===== config.mk =====
export PLATFORM = sky130hd
export DESIGN_NAME = adc_config_test_register_bank
export DESIGN_NICKNAME = d
export VERILOG_FILES = /design/src/shared/adc_cfg_pkg.sv /design/src/design/adc_config_test_register_bank.sv /design/src/design/test_word_gen.sv
export SDC_FILE = /design/constraint.sdc
export NUM_CORES = 1
export LEC_CHECK = 0
export ABC_AREA = 1
export BUFFER_PORTS_ARGS = -buffer_cell sky130_fd_sc_hd__buf_4
export CELL_PAD_IN_SITES_DETAIL_PLACEMENT = 0
export CELL_PAD_IN_SITES_GLOBAL_PLACEMENT = 1
export CORE_MARGIN = 2
export CORE_UTILIZATION = 35
export CTS_CLUSTER_DIAMETER = 120
export CTS_CLUSTER_SIZE = 8
export DETAILED_ROUTE_END_ITERATION = 10
export PLACE_DENSITY_LB_ADDON = 0.08
export SETUP_SLACK_MARGIN = 0.2
export SYNTH_ARGS = -nofsm -noshare
export SYNTH_HDL_FRONTEND = slang
export SYNTH_SLANG_ARGS = --single-unit

===== constraint.sdc =====
create_clock -name clk_i -period 3.4 [get_ports clk_i]
set_input_delay 0.17 -clock clk_i [delete_from_list [all_inputs] [get_ports clk_i]]
set_output_delay 0.17 -clock clk_i [all_outputs]
set_load 0.005 [all_outputs]

===== src/shared/adc_cfg_pkg.sv =====
// register map, field positions, reset values and test codes of the configuration bank
// assumes a 40 MHz converter clock and a byte-wide register port driven by the serial front end
`default_nettype none
package adc_cfg_pkg;
	localparam logic [7:0] offs_channel_index  = 8'h05;
	localparam logic [7:0] offs_operating_modes = 8'h08;
	localparam logic [7:0] offs_clock_config   = 8'h09;
	localparam logic [7:0] offs_clock_divider  = 8'h0b;
	localparam logic [7:0] offs_test_select    = 8'h0d;
	localparam logic [7:0] offs_self_test      = 8'h0e;
	localparam logic [7:0] offs_offset_trim    = 8'h10;
	localparam logic [7:0] offs_user_patt_lo   = 8'h19;
	localparam logic [7:0] offs_user_patt_hi   = 8'h1a;
	localparam logic [7:0] offs_shadow_update  = 8'hff;

	localparam logic [7:0] rst_channel_index   = 8'h03;
	localparam logic [7:0] rst_operating_modes = 8'h80;
	localparam logic [7:0] rst_zero            = 8'h00;

	localparam int pos_div_lsb   = 0;
	localparam int pos_test_lsb  = 0;
	localparam int pos_transfer  = 0;

	typedef enum logic [3:0] {
		tp_off         = 4'h0,
		tp_midscale    = 4'h1,
		tp_pos_full    = 4'h2,
		tp_neg_full    = 4'h3,
		tp_checker     = 4'h4,
		tp_long_prs    = 4'h5,
		tp_short_prs   = 4'h6,
		tp_word_toggle = 4'h7,
		tp_user        = 4'h8,
		tp_bit_toggle  = 4'h9,
		tp_mixed_freq  = 4'hc
	} test_code_t;

	localparam logic [13:0] word_midscale = 14'h2000;
	localparam logic [13:0] word_pos_full = 14'h3fff;
	localparam logic [13:0] word_neg_full = 14'h0000;
	localparam logic [13:0] word_checker  = 14'h2aaa;
endpackage
`default_nettype wire


===== src/design/adc_config_test_register_bank.sv =====
// shadowed configuration bank with per-channel test word outputs
// assumes the serial front end hands over one byte access per wr_i/rd_i pulse on clk_i
`timescale 1ns/1ps
`default_nettype none
module adc_config_test_register_bank
	import adc_cfg_pkg::*;
(
	input  wire logic        clk_i,
	input  wire logic        sys_rst_i,
	input  wire logic [7:0]  addr_i,
	input  wire logic [7:0]  wdata_i,
	input  wire logic        wr_i,
	input  wire logic        rd_i,
	output logic      [7:0]  rdata_o,
	input  wire logic [13:0] sample_a_i,
	input  wire logic [13:0] sample_b_i,
	output logic      [13:0] data_a_o,
	output logic      [13:0] data_b_o,
	output logic             div_clk_en_o,
	output logic      [7:0]  modes_a_o,
	output logic      [7:0]  modes_b_o,
	output logic             duty_stabilize_o,
	output logic      [7:0]  self_test_o,
	output logic      [7:0]  offset_trim_a_o,
	output logic      [7:0]  offset_trim_b_o
);
	// shadow (master) and active (slave) copies, index 0 = channel A, 1 = channel B
	logic [7:0] sh_modes [2];
	logic [7:0] sh_test  [2];
	logic [7:0] sh_trim  [2];
	logic [7:0] sh_clock, sh_div, sh_self, sh_plo, sh_phi;
	logic [7:0] ac_modes [2];
	logic [7:0] ac_test  [2];
	logic [7:0] ac_trim  [2];
	logic [7:0] ac_clock, ac_div, ac_self, ac_plo, ac_phi;
	logic [7:0] chan_index;
	logic [7:0] next_chan_index;
	logic [7:0] next_sh_modes [2];
	logic [7:0] next_sh_test  [2];
	logic [7:0] next_sh_trim  [2];
	logic [7:0] next_sh_clock, next_sh_div, next_sh_self, next_sh_plo, next_sh_phi;
	logic       transfer;
	logic       next_transfer;
	logic [7:0] next_rdata;
	logic [2:0] div_cnt;
	logic [2:0] next_div_cnt;
	logic       next_div_en;

	function automatic logic hit(input logic [7:0] a, input logic [7:0] off);
		return a == off;
	endfunction

	// register writes land in the shadow copies only; channel index and shadow update take effect directly
	always_comb begin
		next_chan_index = chan_index;
		next_sh_clock = sh_clock;
		next_sh_div   = sh_div;
		next_sh_self  = sh_self;
		next_sh_plo   = sh_plo;
		next_sh_phi   = sh_phi;
		// transfer self-clears the cycle after it is set
		next_transfer = 1'b0;
		for (int c = 0; c < 2; c++) begin
			next_sh_modes[c] = sh_modes[c];
			next_sh_test[c]  = sh_test[c];
			next_sh_trim[c]  = sh_trim[c];
			if (wr_i && chan_index[c]) begin
				if (hit(addr_i, offs_operating_modes))
					next_sh_modes[c] = wdata_i;
				if (hit(addr_i, offs_test_select))
					next_sh_test[c] = wdata_i;
				if (hit(addr_i, offs_offset_trim))
					next_sh_trim[c] = wdata_i;
			end
		end
		if (wr_i) begin
			if (hit(addr_i, offs_channel_index))
				next_chan_index = {6'h00, wdata_i[1:0]};
			if (hit(addr_i, offs_clock_config))
				next_sh_clock = {7'h00, wdata_i[0]};
			if (hit(addr_i, offs_clock_divider))
				next_sh_div = {5'h00, wdata_i[2:0]};
			if (hit(addr_i, offs_self_test))
				next_sh_self = {5'h00, wdata_i[2], 1'b0, wdata_i[0]};
			if (hit(addr_i, offs_user_patt_lo))
				next_sh_plo = wdata_i;
			if (hit(addr_i, offs_user_patt_hi))
				next_sh_phi = wdata_i;
			if (hit(addr_i, offs_shadow_update))
				next_transfer = wdata_i[pos_transfer];
		end
	end

	// reads return shadow values; with both channels selected channel A answers
	always_comb begin
		logic sel;
		sel = !chan_index[0];
		next_rdata = rdata_o;
		if (rd_i) begin
			case (addr_i)
				offs_channel_index:   next_rdata = chan_index;
				offs_operating_modes: next_rdata = sh_modes[sel];
				offs_clock_config:    next_rdata = sh_clock;
				offs_clock_divider:   next_rdata = sh_div;
				offs_test_select:     next_rdata = sh_test[sel];
				offs_self_test:       next_rdata = sh_self;
				offs_offset_trim:     next_rdata = sh_trim[sel];
				offs_user_patt_lo:    next_rdata = sh_plo;
				offs_user_patt_hi:    next_rdata = sh_phi;
				offs_shadow_update:   next_rdata = {7'h00, transfer};
				default:              next_rdata = 8'h00;
			endcase
		end
	end

	// divider: one enable pulse every ratio+1 clocks from the active ratio
	always_comb begin
		next_div_en  = (div_cnt == ac_div[2:0]);
		next_div_cnt = next_div_en ? 3'h0 : div_cnt + 3'h1;
	end

	always_ff @(posedge clk_i) begin
		if (sys_rst_i) begin
			chan_index <= rst_channel_index;
			sh_clock <= rst_zero;
			sh_div   <= rst_zero;
			sh_self  <= rst_zero;
			sh_plo   <= rst_zero;
			sh_phi   <= rst_zero;
			ac_clock <= rst_zero;
			ac_div   <= rst_zero;
			ac_self  <= rst_zero;
			ac_plo   <= rst_zero;
			ac_phi   <= rst_zero;
			transfer <= 1'b0;
			rdata_o  <= 8'h00;
			div_cnt  <= 3'h0;
			div_clk_en_o <= 1'b0;
			for (int c = 0; c < 2; c++) begin
				sh_modes[c] <= rst_operating_modes;
				sh_test[c]  <= rst_zero;
				sh_trim[c]  <= rst_zero;
				ac_modes[c] <= rst_operating_modes;
				ac_test[c]  <= rst_zero;
				ac_trim[c]  <= rst_zero;
			end
		end else begin
			chan_index <= next_chan_index;
			sh_clock <= next_sh_clock;
			sh_div   <= next_sh_div;
			sh_self  <= next_sh_self;
			sh_plo   <= next_sh_plo;
			sh_phi   <= next_sh_phi;
			transfer <= next_transfer;
			rdata_o  <= next_rdata;
			div_cnt  <= next_div_cnt;
			div_clk_en_o <= next_div_en;
			for (int c = 0; c < 2; c++) begin
				sh_modes[c] <= next_sh_modes[c];
				sh_test[c]  <= next_sh_test[c];
				sh_trim[c]  <= next_sh_trim[c];
			end
			// all shadowed registers move together so settings never mix
			if (transfer) begin
				ac_clock <= sh_clock;
				ac_div   <= sh_div;
				ac_self  <= sh_self;
				ac_plo   <= sh_plo;
				ac_phi   <= sh_phi;
				for (int c = 0; c < 2; c++) begin
					ac_modes[c] <= sh_modes[c];
					ac_test[c]  <= sh_test[c];
					ac_trim[c]  <= sh_trim[c];
				end
			end
		end
	end

	assign modes_a_o        = ac_modes[0];
	assign modes_b_o        = ac_modes[1];
	assign duty_stabilize_o = ac_clock[0];
	assign self_test_o      = ac_self;
	assign offset_trim_a_o  = ac_trim[0];
	assign offset_trim_b_o  = ac_trim[1];

	test_word_gen u_gen_a (
		.clk_i       (clk_i),
		.sys_rst_i   (sys_rst_i),
		.code_i      (ac_test[0][3:0]),
		.user_patt_i ({ac_phi, ac_plo}),
		.sample_i    (sample_a_i),
		.data_o      (data_a_o)
	);
	test_word_gen u_gen_b (
		.clk_i       (clk_i),
		.sys_rst_i   (sys_rst_i),
		.code_i      (ac_test[1][3:0]),
		.user_patt_i ({ac_phi, ac_plo}),
		.sample_i    (sample_b_i),
		.data_o      (data_b_o)
	);

	chk_transfer_clears: assert property (@(posedge clk_i) disable iff (sys_rst_i)
		transfer |=> !transfer || $past(wr_i && addr_i == 8'hff && wdata_i[0]))
		else $error("transfer bit did not clear");
	chk_hold_until_xfer: assert property (@(posedge clk_i) disable iff (sys_rst_i)
		!transfer |=> ac_test[0] == $past(ac_test[0]) && ac_div == $past(ac_div))
		else $error("active register changed without transfer");
	chk_xfer_applies: assert property (@(posedge clk_i) disable iff (sys_rst_i)
		transfer |=> ac_trim[1] == $past(sh_trim[1]) && ac_plo == $past(sh_plo))
		else $error("transfer did not copy shadow");
	chk_chan_steer: assert property (@(posedge clk_i) disable iff (sys_rst_i)
		wr_i && addr_i == 8'h10 && chan_index[1:0] == 2'b01 |=> sh_trim[1] == $past(sh_trim[1]))
		else $error("write reached unselected channel");
	chk_read_chan_a: assert property (@(posedge clk_i) disable iff (sys_rst_i)
		rd_i && addr_i == 8'h10 && chan_index[1:0] == 2'b11 |=> rdata_o == $past(sh_trim[0]))
		else $error("dual select read not channel A");
	chk_div_period: assert property (@(posedge clk_i) disable iff (sys_rst_i)
		div_clk_en_o && ac_div == 8'h02 && !transfer ##1 !transfer ##1 !transfer
		|-> !div_clk_en_o && $past(!div_clk_en_o) ##1 div_clk_en_o)
		else $error("divide by three period wrong");
	cov_transfer:  cover property (@(posedge clk_i) wr_i && addr_i == 8'hff ##1 transfer);
	cov_both_chan: cover property (@(posedge clk_i) wr_i && chan_index[1:0] == 2'b11);
	cov_div_eight: cover property (@(posedge clk_i) div_clk_en_o && ac_div == 8'h07);
endmodule
`default_nettype wire


===== src/design/test_word_gen.sv =====
// per-channel output test word generator
// assumes the code and user pattern come from the active (transferred) registers
`timescale 1ns/1ps
`default_nettype none
module test_word_gen
	import adc_cfg_pkg::*;
(
	input  wire logic        clk_i,
	input  wire logic        sys_rst_i,
	input  wire logic [3:0]  code_i,
	input  wire logic [15:0] user_patt_i,
	input  wire logic [13:0] sample_i,
	output logic      [13:0] data_o
);
	logic [22:0] long_lfsr;
	logic [22:0] next_long_lfsr;
	logic [8:0]  short_lfsr;
	logic [8:0]  next_short_lfsr;
	logic        phase;
	logic        next_phase;
	logic [13:0] mix_cnt;
	logic [13:0] next_mix_cnt;
	logic [13:0] word;
	logic [13:0] next_data;

	always_comb begin
		next_long_lfsr  = {long_lfsr[21:0], long_lfsr[22] ^ long_lfsr[17]};
		next_short_lfsr = {short_lfsr[7:0], short_lfsr[8] ^ short_lfsr[4]};
		next_phase      = ~phase;
		next_mix_cnt    = mix_cnt + 14'h0001;
		case (test_code_t'(code_i))
			tp_midscale:    word = word_midscale;
			tp_pos_full:    word = word_pos_full;
			tp_neg_full:    word = word_neg_full;
			tp_checker:     word = phase ? ~word_checker : word_checker;
			tp_long_prs:    word = long_lfsr[13:0];
			tp_short_prs:   word = {short_lfsr[4:0], short_lfsr};
			tp_word_toggle: word = {14{phase}};
			tp_user:        word = user_patt_i[15:2];
			tp_bit_toggle:  word = phase ? 14'h1555 : 14'h2aaa;
			// each bit toggles at half the rate of the bit below
			tp_mixed_freq:  word = mix_cnt;
			default:        word = sample_i;
		endcase
		// unknown codes fall back to live samples so the pins never freeze
		next_data = (code_i != 4'h0) ? word : sample_i;
	end

	always_ff @(posedge clk_i) begin
		if (sys_rst_i) begin
			long_lfsr  <= 23'h7fffff;
			short_lfsr <= 9'h1ff;
			phase      <= 1'b0;
			mix_cnt    <= 14'h0000;
			data_o     <= 14'h0000;
		end else begin
			long_lfsr  <= next_long_lfsr;
			short_lfsr <= next_short_lfsr;
			phase      <= next_phase;
			mix_cnt    <= next_mix_cnt;
			data_o     <= next_data;
		end
	end

	chk_pos_full_word: assert property (@(posedge clk_i) disable iff (sys_rst_i)
		code_i == 4'h2 |=> data_o == 14'h3fff)
		else $error("positive full scale word wrong");
	chk_word_toggle_alt: assert property (@(posedge clk_i) disable iff (sys_rst_i)
		code_i == 4'h7 && $past(code_i) == 4'h7 |=> data_o == ~$past(data_o))
		else $error("word toggle did not alternate");
	chk_normal_pass: assert property (@(posedge clk_i) disable iff (sys_rst_i)
		code_i == 4'h0 |=> data_o == $past(sample_i))
		else $error("normal data not passed through");
	chk_mixed_count: assert property (@(posedge clk_i) disable iff (sys_rst_i)
		code_i == 4'hc && $past(code_i) == 4'hc |=> data_o == $past(data_o) + 14'h0001)
		else $error("mixed frequency pattern did not advance");
	cov_long_prs: cover property (@(posedge clk_i) code_i == 4'h5 ##1 code_i == 4'h5);
endmodule
`default_nettype wire


# Word-level counts from Yosys, hierarchy flattened
# Memory sizes are Yosys's and may differ from the RTL's.
# Cells that the tools add are included.
# Widths: inputs -> output; s select.
totals:
  romBits: 0
  register_bits: 181
  ram_bits: 96
  wordCells: 137
  mem_count: 6
  latchBits: 0
mem_list:
  columns: ["memory", "words", "width", "read_ports", "rd_ports_with_merged_regs", "wr", "line", "text"]
  rows:
  - ["ac_modes", 2, 8, 2, 0, 2, "adc_config_test_register_bank.sv:32", "logic [7:0] ac_modes [2];"]
  - ["ac_test", 2, 8, 2, 0, 2, "adc_config_test_register_bank.sv:33", "logic [7:0] ac_test [2];"]
  - ["ac_trim", 2, 8, 2, 0, 2, "adc_config_test_register_bank.sv:34", "logic [7:0] ac_trim [2];"]
  - ["sh_modes", 2, 8, 3, 0, 2, "adc_config_test_register_bank.sv:28", "logic [7:0] sh_modes [2];"]
  - ["sh_test", 2, 8, 3, 0, 2, "adc_config_test_register_bank.sv:29", "logic [7:0] sh_test [2];"]
  - ["sh_trim", 2, 8, 3, 0, 2, "adc_config_test_register_bank.sv:30", "logic [7:0] sh_trim [2];"]
op_classes:
  order_cmp: 0
  add_sub_neg: 3
  div: 0
  bitwise: 20
  n_eq_ne: 31
  shifts: 0
  n_reduce_logical: 15
  muxes: 37
  multipliers: 0
ops:
  columns: ["operator", "n"]
  rows:
  - ["$pmux 14 s9", 2]
  - ["$mux 8", 24]
  - ["$pmux 8 s10", 1]
  - ["$mux 14", 4]
  - ["$eq 8x4->1 const B", 5]
  - ["$eq 4x3->1 const B", 8]
  - ["$add 14x1->14 const B", 2]
  - ["$eq 4x4->1 const B", 6]
  - ["$eq 8x5->1 const B", 3]
  - ["$eq 4x2->1 const B", 4]
  - ["$or 1x1->1", 12]
  - ["$reduce_and 2->1", 6]
  - ["$eq 4x1->1 const B", 2]
  - ["$eq 8x3->1 const B", 1]
  - ["$eq 8x8->1 const B", 1]
  - ["$reduce_bool 4->1", 2]
  - ["$mux 1", 6]
  - ["$reduce_or 2->1", 3]
  - ["$not 1->1", 4]
  - ["$xor 1x1->1", 4]
  - ["$add 3x1->3 const B", 1]
  - ["$eq 3x3->1", 1]
  - ["$reduce_or 3->1", 1]
  - ["$logic_and 1x1->1", 2]
  - ["$logic_not 1->1", 1]

# Logic depth before layout (Yosys ltp)
# Gate-level depths: netlist (run 1).
# An unclocked memory read counts as a cell.
logic_depth:
  word_depth: 5
  mapped_depth: 10
  depth_no_buf: 9

# By module
# Synthesis (run 1) repeated with hierarchy kept, for this count alone.
unflattened:
  cells_unflattened: 1417
  area_unflattened_um2: 11414.7
modules_own_cells:
  columns: ["module", "cells_each", "instances", "seq_area_each_um2", "area_per_inst_um2"]
  rows:
  - ["adc_config_test_register_bank", 730, 1, 3343.2, 6132.1]
  - ["test_word_gen at u_gen_a", 343, 1, 1221.2, 2650.0]
  - ["test_word_gen at u_gen_b", 344, 1, 1221.2, 2632.5]

# Worst setup path after synthesis (run 1)
# No wires, ideal clock.
synth_timing:
  path_kind: "input port to flip-flop"
  from: "input sys_rst_i"
  to: "memory ac_modes[0][0] (enable)"
  t_required_ns: 2.980
  path_stages: 4
  setup_time_ns: 0.420
  setup_slack_ns: 0.990
  arrival_time_ns: 1.990
  path_cell_list: "clkbuf_1 inv_1 nand2_1 clkbuf_1"
synth_lines:
  columns: ["item", "line", "text"]
  rows:
  - ["start: declaration", "adc_config_test_register_bank.sv:9", "input wire logic sys_rst_i,"]
  - ["end: declaration", "adc_config_test_register_bank.sv:32", null]

==> flow_summary.json, run 1 <==
{
  "vias": 8909,
  "rsz0062_at_grt": "no",
  "postPlaceCellArea_mm2": 0.0119,
  "crit_fanout": 28,
  "cpLargestDelayFamily": "simple AND/OR/NAND/NOR gates",
  "cts_root_buf": "clkbuf_16",
  "setup_tns_ns": 0,
  "cp.arrival_ns": 2.57,
  "fin_skew_ns": 0.0148,
  "first_global_vias": 8547,
  "wl_um": 30600,
  "slew_headroom_pct": 35.2,
  "place_inst": 1785,
  "grt_use_met3_pct": 3.29,
  "worst_pin_slew_ns": 0.973,
  "endpoint_kind": "register",
  "cts.sinks": 267,
  "finalPower_uw": 7200,
  "area_delta_synth_final_pct": 23.6,
  "synth_ff_type": "dfxtp_1",
  "yosysTopAreaCellShare_pct": 42.4,
  "place_congestion": 0.817,
  "hold_violations": 0,
  "required_ns": 3.76,
  "cts_tree": "done",
  "viasPerCell": 4.77,
  "netSwitchingFraction_pct": 22.2,
  "cts_buffers": 39,
  "cellLeakagePower_uw": 0.00517,
  "grt-busiest-layer": "met2",
  "cts_max_path_buffers": 3,
  "ctsHoldBuffers": 27,
  "initial_utilization_pct": 35.3,
  "syn_avg_cell_area_um2": 8.13,
  "peakVddDrop_uv": 260,
  "drt_iter0_markers": 547,
  "nNetsFinal": 1508,
  "crit_buf_inv": 0,
  "p_switching_uw": 1600,
  "core_area_mm2": 0.0303,
  "ys.warnings.count": 0,
  "grt_max_degree": 99,
  "synth.largest_area_cell": "dfxtp_1",
  "rows": 64,
  "layout_common_cells": "227 x dfxtp_1, 172 x o21ai_0, 171 x inv_1",
  "fin_crit_sh_pct": 65.2,
  "antenna_left": 0,
  "fin_cells": 1868,
  "synth_edf_count": 40,
  "fin_crit_ns": 2.22,
  "post-cts-setup-buffer-count": 0,
  "clkPwrFrac_pct": 48.7,
  "seq_area_frac_synth_pct": 53.6,
  "fp.dieH_um": 179,
  "dieWidth_um": 179,
  "clk_pin_slew_worst_paths_ns": 0.05,
  "wl_per_cell_um": 16.4,
  "setup_violations": 0,
  "synthArstFlopShare_pct": 0,
  "timing.fmax_mhz": 451,
  "p_seq_share_pct": 45.8,
  "synth_cell_type_count": 41,
  "slowest_stage": "nand3_1",
  "grt_use_total_pct": 19.2,
  "worstSkewPairLatency_ns": 0.51,
  "grt_pass1_wl_um": 47300,
  "final_common_cell": "dfxtp_1",
  "yosys_register_bits": 267,
  "met1_usage_pct": 25.5,
  "n_antenna_cell": 0,
  "critPathMaxStageDelay_ns": 0.66,
  "comb_power_share_pct": 5.5,
  "htreeDepth": 2,
  "portBuffers": 119,
  "synth.area.top_cells": "dfxtp_1 42%, edfxtp_1 11%, o21ai_0 8.0%",
  "fillCellCount": 3098,
  "outcome": "completed",
  "slew_violations": 0,
  "drtPass1Iterations": 6,
  "drc": 0,
  "power_density_mw_per_mm2": 543,
  "use_met2_pct": 32.0,
  "ios": 126,
  "syn_area_mm2": 0.0107,
  "worstSetupPathType": "register to register",
  "p_int_uw": 5600,
  "drive_gt1_share_pct": 16.3,
  "antenna_found_initial": 0,
  "path_cells": "nor2_1, nand2_1, nand3_1, o21ai_0, nor3_1, a21oi_1",
  "grt_overflow": 0,
  "synth_cells": 1319,
  "postLayoutCoreUtil_pct": 43.7,
  "hpwl_um": 21200,
  "die_area_mm2": 0.0320,
  "fin_area_mm2": 0.0133,
  "critPathLaunchType": "register",
  "cts_resized": 0,
  "maxCapViolations": 0,
  "hold_path_class": "input port to register"
}
flip-flops by register name, indices dropped and copies added (netlist names), 3 cells and up:
name	flops
ac_modes	16
u_gen_a.data_o	14
rdata_o	8
ac_plo	6
div_cnt	3
u_gen_b.mix_cnt	14
u_gen_b.data_o	14
ac_phi	8
sh_modes	16
sh_test	16
ac_trim	16
ac_test	8
u_gen_b.short_lfsr	9
ac_div	3
u_gen_b.long_lfsr	23
sh_trim	16
sh_phi	8
sh_div	3
u_gen_a.long_lfsr	23
u_gen_a.short_lfsr	9
sh_plo	8
u_gen_a.mix_cnt	14
cells in the mapped netlist (4+ instances only):
cell type and number:
inv_2 4, xnor2_1 4, inv_1 172, nand3_1 71, nor2_1 118, nor2_2 8
o211ai_1 13, dfxtp_1 227, buf_6 6, o21ai_1 4, or2_2 39, nand2_1 164
nand2_2 5, nor3_1 27, edfxtp_1 40, clkbuf_1 38, nand4_1 6, a31oi_1 4
buf_4 7, o22ai_1 22, buf_2 11, a21oi_1 129, o21ai_0 172
power by group through the flow:
stage / Clock (µW) / Combinational, µW / Sequential, µW
after detailed placement: 0 / 378 / 3360
after floorplan: 0 / 191 / 3360
after global routing: 3750 / 448 / 3300
final: 3500 / 399 / 3300
after global placement: 0 / 378 / 3360
after CTS: 3600 / 404 / 3300
tightest hold or removal path, cell delays in order:
cell and delay (ns):
buf_4 0.08, o21ai_0 0.11, nor2_1 0.12
layout make-up:
class / instances / area (µm²) / area share, %
timing repair buffer: 157 / 1260 / 9.50
sequential: 267 / 5750 / 43.4
clock buffer: 55 / 1080 / 8.14
tap: 396 / 495 / 3.74
multi-input combinational: 816 / 4010 / 30.2
clock inverter: 1 / 6.26 / 0.0472
inverter: 176 / 662 / 4.99
stage by stage:
stage                     worst slack (ns)  hold slack [ns]
after floorplan                      0.990            0.296
after global placement                1.13            0.391
after detailed placement              1.16            0.396
after CTS                             1.14          0.00522
after global routing                 0.850           0.0229
final                                 1.18           0.0203
path summary, 6_finish.rpt:
kind / startpoint / endpoint / slack [ns] / cells past startpoint
max: ac_test[0][8] / u_gen_b.data_o[10] / 1.18 / 6
min: sample_a_i[13] / u_gen_a.data_o[13] / 0.02 / 3
max reg2reg: ac_test[0][8] / u_gen_b.data_o[10] / 1.18 / 6
min reg2reg: u_gen_a.long_lfsr[15] / u_gen_a.long_lfsr[16] / 0.40 / 1
cell families (layout without fill, tap and decap cells):
logic type	after synthesis	after routing	share of synthesized area, %
simple gates	451	451	19.2
other cells	1	6	0.0350
flops	267	267	53.6
fa+ha+maj	3	3	0.350
compound gates	352	352	17.3
xor+xnor	4	4	0.327
buf+inv	241	389	9.24
metal layers:
| layer | part of all wire [%] | up-vias |
|---|---|---|
| met5 | 0 | - |
| met4 | 2.3 | 0 |
| met1 | 48 | 4111 |
| li1 | - | 4591 |
| met3 | 3.6 | 49 |
| met2 | 46 | 158 |
(Power assumes the default switching activity.)
==> run 2: changes to the inputs <==
- clock period: 3.4 -> 1.9 ns (I/O delays scaled with it)
==> run 2 against run 1 <==
- first-iteration DRC count stayed put
- utilization is 2.1 points higher
- via count is 3.0% higher
- sequential power is 79% higher
- critical path depth is 6 higher
- die area stayed put
- global-route usage is 0.36 points higher
- critical path type is now input port to register
- largest cell class unchanged
==> flow_summary.json, run 2 (same netlist as run 1, synthesis figures left out) <==
{
  "grt_use_total_pct": 19.6,
  "cts_tree": "done",
  "hpwl_um": 21900,
  "cp.arrival_ns": 2.05,
  "fin_crit_sh_pct": 84.6,
  "dp_slack_ns": 0.0572,
  "drc": 0,
  "antenna_found_initial": 0,
  "rsz0062_at_grt": "yes",
  "drive_gt1_share_pct": 20.3,
  "viasPerCell": 4.76,
  "critPathLaunchType": "input port",
  "drt_iter0_markers": 547,
  "vias": 9172,
  "setup_tns_ns": 0,
  "fin_cells": 1928,
  "p_switching_uw": 2910,
  "grt_max_degree": 74,
  "clk_pin_slew_worst_paths_ns": 0.05,
  "clkPwrFrac_pct": 47.8,
  "netSwitchingFraction_pct": 22.7,
  "fp.dieH_um": 179,
  "initial_utilization_pct": 35.3,
  "fin_crit_ns": 1.61,
  "power_density_mw_per_mm2": 924,
  "postPlaceCellArea_mm2": 0.0121,
  "n_antenna_cell": 0,
  "setup_ws_ns": 0.292,
  "cts_max_path_buffers": 3,
  "crit_fanout": 7,
  "area_delta_synth_final_pct": 29.5,
  "cellLeakagePower_uw": 0.00545,
  "endpoint_kind": "register",
  "htreeDepth": 2,
  "fin_skew_ns": 0.0110,
  "outcome": "completed",
  "p_seq_share_pct": 46.0,
  "die_area_mm2": 0.0320,
  "wl_per_cell_um": 16.4,
  "drtPass1Iterations": 5,
  "cts_buffers": 39,
  "regToRegSetupSlack_ns": 0.30,
  "layout_common_cells": "226 x dfxtp_1, 166 x o21ai_0, 166 x buf_4",
  "place_congestion": 0.827,
  "fillCellCount": 3060,
  "wl_um": 31600,
  "ios": 126,
  "worstSetupPathType": "input port to register",
  "timing.fmax_mhz": 622,
  "worst_pin_slew_ns": 0.541,
  "portBuffers": 119,
  "core_area_mm2": 0.0303,
  "cts_root_buf": "clkbuf_16",
  "required_ns": 2.34,
  "nNetsFinal": 1569,
  "first_global_vias": 8717,
  "comb_power_share_pct": 6.2,
  "final_common_cell": "dfxtp_1",
  "cts.sinks": 267,
  "grt_overflow": 0,
  "grt_pass1_wl_um": 48100,
  "fin_area_mm2": 0.0139,
  "dieWidth_um": 179,
  "slew_headroom_pct": 63.9,
  "place_inst": 1812,
  "worstSkewPairLatency_ns": 0.51,
  "maxCapViolations": 0,
  "antenna_left": 0,
  "holdWs_ns": 0.0216,
  "rows": 64,
  "reg_top3": "u_gen_a.long_lfsr x23, u_gen_b.long_lfsr x23",
  "p_int_uw": 9920,
  "setup_violations": 0,
  "hold_path_class": "input port to register",
  "peakVddDrop_uv": 680,
  "slew_violations": 0,
  "hold_violations": 0
}
[run 2: cell count changes in the layout (fill, tap and decap cells not counted), moves of 6 or more]
cell,change
nor2_4,+7
nor3_2,+7
nor3_1,-7
nand2_1,-6
o21ai_1,+6
inv_1,-7
dlygate4sd3_1,+17
buf_4,+37
o21ai_0,-6
[run 2: area by class of cell]
| class | instances | area, µm² | area share, % |
|---|---|---|---|
| repair inverters | 1 | 7.51 | 0.0541 |
| inverters | 176 | 669 | 4.82 |
| well taps | 396 | 495 | 3.57 |
| flip-flops and latches | 267 | 5750 | 41.4 |
| repair buffers | 216 | 1780 | 12.8 |
| clock buffers | 53 | 1030 | 7.41 |
| multi-input cells | 817 | 4150 | 29.9 |
| clock inverters | 2 | 15.0 | 0.108 |
[run 2: worst paths after layout]
kind | cells after the start | to | startpoint
max | 12 | sh_trim[0][2] | addr_i[5]
min | 3 | u_gen_a.data_o[1] | sample_a_i[1]
max reg2reg | 6 | u_gen_a.data_o[11] | ac_test[0][0]
min reg2reg | 1 | u_gen_b.long_lfsr[17] | u_gen_b.long_lfsr[16]
[run 2: metal layers]
metal  global-route usage [%]  up-vias  part of all wire [%]
met4                     5.56        0                   2.5
li1                         -     4732                     -
met5                        0        -                     0
met2                     33.6      189                    48
met3                     3.18       58                   4.1
met1                     25.3     4193                    45
[run 2: repair_timing]
action,4_1_cts,5_1_grt
hold buffers,44,0
gates resized for setup,4,43
setup endpoints to repair,19,81
setup buffers,0,15
gates cloned,0,2
pin swaps,1,8
hold endpoints to repair,81,0
[run 2: stage by stage]
stage	power (µW)	utilization (%)
4_1_cts	13000	44.9
5_1_grt	13400	45.8
6_report	12800	45.8
3_3_place_gp	6710	40.0
3_5_place_dp	6710	40.0
2_1_floorplan	6360	-
[run 2: power by group through the flow]
stage	Sequential (µW)	Clock, µW	Combinational [µW]
after detailed placement	6010	0	700
after global placement	6020	0	697
after global routing	5910	6560	891
after CTS	5900	6320	774
final	5900	6130	797
after floorplan	6010	0	342
[run 2: worst max-delay path: stages]
cell	delay (ns)
dlygate4sd3_1	0.54
buf_4	0.14
inv_1	0.06
nand2_1	0.08
nor2_4	0.15
buf_4	0.16
nand2_2	0.11
nor2_4	0.15
clkinvlp_4	0.11
clkbuf_4	0.18
buf_4	0.14
a21oi_1	0.12
==> run 3: changes to the inputs <==
- ABC_AREA: 1 -> 0
- clock period: 1.9 -> 1.65 ns (I/O delays scaled with it)
==> run 3 against run 2 <==
- the run now ends with negative setup slack left
- via count decreased by 4.9%
- combinational power increased by 29%
- sequential power increased by 15%
- global-route usage decreased by 0.37 points
- non-clock buffer count increased by 88
- clock skew increased by 0.0088 ns
- critical path type is now register to register
- largest power group unchanged
==> flow_summary.json, run 3 <==
{
  "nNetsFinal": 1397,
  "place_congestion": 0.832,
  "path_cells": "buf_6, buf_6, o21a_1, a221oi_4, buf_12, a311oi_2",
  "synth_edf_count": 40,
  "rsz0062_at_grt": "yes",
  "setup_tns_ns": -0.144,
  "ys.warnings.count": 0,
  "grt_use_total_pct": 19.2,
  "n_antenna_cell": 0,
  "vias": 8721,
  "grt_max_degree": 45,
  "grt_overflow": 0,
  "netSwitchingFraction_pct": 22.4,
  "p_switching_uw": 3360,
  "cellLeakagePower_uw": 0.00592,
  "worst_pin_slew_ns": 0.540,
  "p_int_uw": 11600,
  "reg_top3": "u_gen_a.long_lfsr x23, u_gen_b.long_lfsr x23",
  "antenna_found_initial": 0,
  "peakVddDrop_uv": 565,
  "postLayoutCoreUtil_pct": 50.5,
  "fin_crit_sh_pct": 102,
  "yosysMostFrequentCell": "dfxtp_1",
  "worstSetupPathType": "register to register",
  "required_ns": 2.02,
  "critPathMaxStageDelay_ns": 0.45,
  "seq_area_frac_synth_pct": 53.4,
  "wl_um": 31300,
  "comb_power_share_pct": 6.9,
  "die_area_mm2": 0.0321,
  "route.met3.wl_um": 1400,
  "clkPwrFrac_pct": 47.8,
  "p_seq_share_pct": 45.3,
  "crit_buf_inv": 3,
  "cts_root_buf": "clkbuf_16",
  "power_density_mw_per_mm2": 977,
  "wl_met1_um": 14500,
  "drt_iter0_markers": 570,
  "area_delta_synth_final_pct": 42.8,
  "syn_area_mm2": 0.0108,
  "drtPass1Iterations": 6,
  "drc": 0,
  "worstSkewPairLatency_ns": 0.52,
  "synth.area.top_cells": "dfxtp_1 42%, edfxtp_1 11%, mux2i_1 7.1%",
  "fin_crit_ns": 1.69,
  "hold_violations": 0,
  "outcome": "complete, but fails checks",
  "cp_common_cell": "buf_6",
  "cts_tree": "done",
  "ios": 126,
  "hold_path_class": "input port to register",
  "clk_pin_slew_worst_paths_ns": 0.05,
  "synth_ff_type": "dfxtp_1",
  "hpwl_um": 21100,
  "yosys_register_bits": 267,
  "wl_met2_um": 14800,
  "setup_violations": 12,
  "dp_slack_ns": -0.378,
  "fin_skew_ns": 0.0198,
  "cts.sinks": 267,
  "synth_commonest_cells": "227 x dfxtp_1, 133 x nor2_1, 98 x nand2_1, 76 x mux2i_1, 65 x clkbuf_1",
  "wl_per_cell_um": 17.8,
  "viasPerCell": 4.96,
  "cpLargestDelayFamily": "compound AO/OA/AOI/OAI gates",
  "synth_cells": 1073,
  "grt_pass1_wl_um": 47700,
  "maxCapViolations": 0,
  "synth_cell_type_count": 63,
  "fp.dieH_um": 179,
  "drive_gt1_share_pct": 35.9,
  "syn_avg_cell_area_um2": 10.0,
  "initial_utilization_pct": 35.3,
  "rows": 64,
  "cts_max_path_buffers": 3,
  "synthArstFlopShare_pct": 0,
  "slew_headroom_pct": 63.8,
  "violations": "negative setup slack",
  "endpoint_kind": "register",
  "portBuffers": 119,
  "htreeDepth": 2,
  "setup_ws_ns": -0.0367,
  "dieWidth_um": 179,
  "slew_violations": 0,
  "crit_fanout": 7,
  "layout_common_cells": "223 x dfxtp_1, 217 x buf_4, 119 x nor2_1",
  "first_global_vias": 8427,
  "cp.arrival_ns": 2.06,
  "core_area_mm2": 0.0304,
  "highest_layer": "met4",
  "critPathLaunchType": "register",
  "yosysTopAreaCellShare_pct": 42.3,
  "final_common_cell": "dfxtp_1",
  "antenna_left": 0,
  "timing.fmax_mhz": 593,
  "slowest_stage": "edfxtp_1",
  "cts_buffers": 39,
  "synth.largest_area_cell": "dfxtp_1"
}
## run 3: area by class of cell
type	count	area (µm²)
Clock buffer	53	1050
Clock inverter	3	31.3
Fill cell	2826	15100
Inverter	13	56.3
Multi-Input combinational cell	721	5250
Sequential cell	267	5750
Tap cell	396	495
Timing Repair Buffer	304	2720
## run 3: worst reg2reg max path: stages (launching register included)
cell and delay, ns:
edfxtp_1 0.45, buf_6 0.17, buf_6 0.13, o21a_1 0.19
a221oi_4 0.33, buf_12 0.17, a311oi_2 0.10
## run 3: power by group through the flow
stage	combinational, µW	clock, µW	sequential (µW)
after CTS	978	7380	6800
after floorplan	407	0	6920
after global placement	852	0	6930
after detailed placement	850	0	6930
after global routing	1120	7680	6800
final	1030	7170	6800
## run 3: cell families (layout without fill, tap and decap cells)
| family | Yosys count | after routing | synth area share (%) |
|---|---|---|---|
| simple gates | 434 | 437 | 20.6 |
| flops | 267 | 267 | 53.4 |
| compound gates | 157 | 157 | 11.1 |
| buf+inv | 93 | 373 | 3.70 |
| mux | 89 | 89 | 8.44 |
| xor+xnor | 29 | 29 | 2.36 |
| fa+ha+maj | 3 | 3 | 0.349 |
| other cells | 1 | 6 | 0.0349 |
## run 3: worst paths after layout
check	from	endpoint	slack, ns	cells after the start
worst min-delay path	addr_i[2]	transfer	0.17	4
worst min register to register	u_gen_a.long_lfsr[19]	u_gen_a.long_lfsr[20]	0.40	1
worst max-delay path	ac_test[0][10]	u_gen_b.data_o[10]	-0.04	6
worst max register to register	ac_test[0][10]	u_gen_b.data_o[10]	-0.04	6
## run 3: repair_timing
action	4_1_cts	5_1_grt
buffers inserted	10	14
hold buffers	39	0
pin swaps	33	50
endpoints found under the setup margin	62	74
resized for setup	74	62
endpoints found under the hold margin	99	0
gates cloned	5	2
## run 3: per-layer routing
| metal | up-vias | track usage, % |
|---|---|---|
| met3 | 46 | 3.12 |
| met5 | - | 0 |
| li1 | 4329 | - |
| met4 | 0 | 4.97 |
| met2 | 219 | 31.7 |
| met1 | 4127 | 26.1 |
## run 3: through the flow
| stage | cells | power, µW | cell area (µm²) | hold slack, ns |
|---|---|---|---|---|
| CTS | 1741 | 15200 | 15000 | 0.124 |
| floorplan | 1078 | 7330 | 11100 | 0.188 |
| detailed placement | 1631 | 7780 | 13100 | 0.327 |
| global route | 1757 | 15600 | 15400 | 0.163 |
| finish | 1757 | 15000 | 15400 | 0.167 |
| global placement | 1631 | 7780 | 13100 | 0.323 |
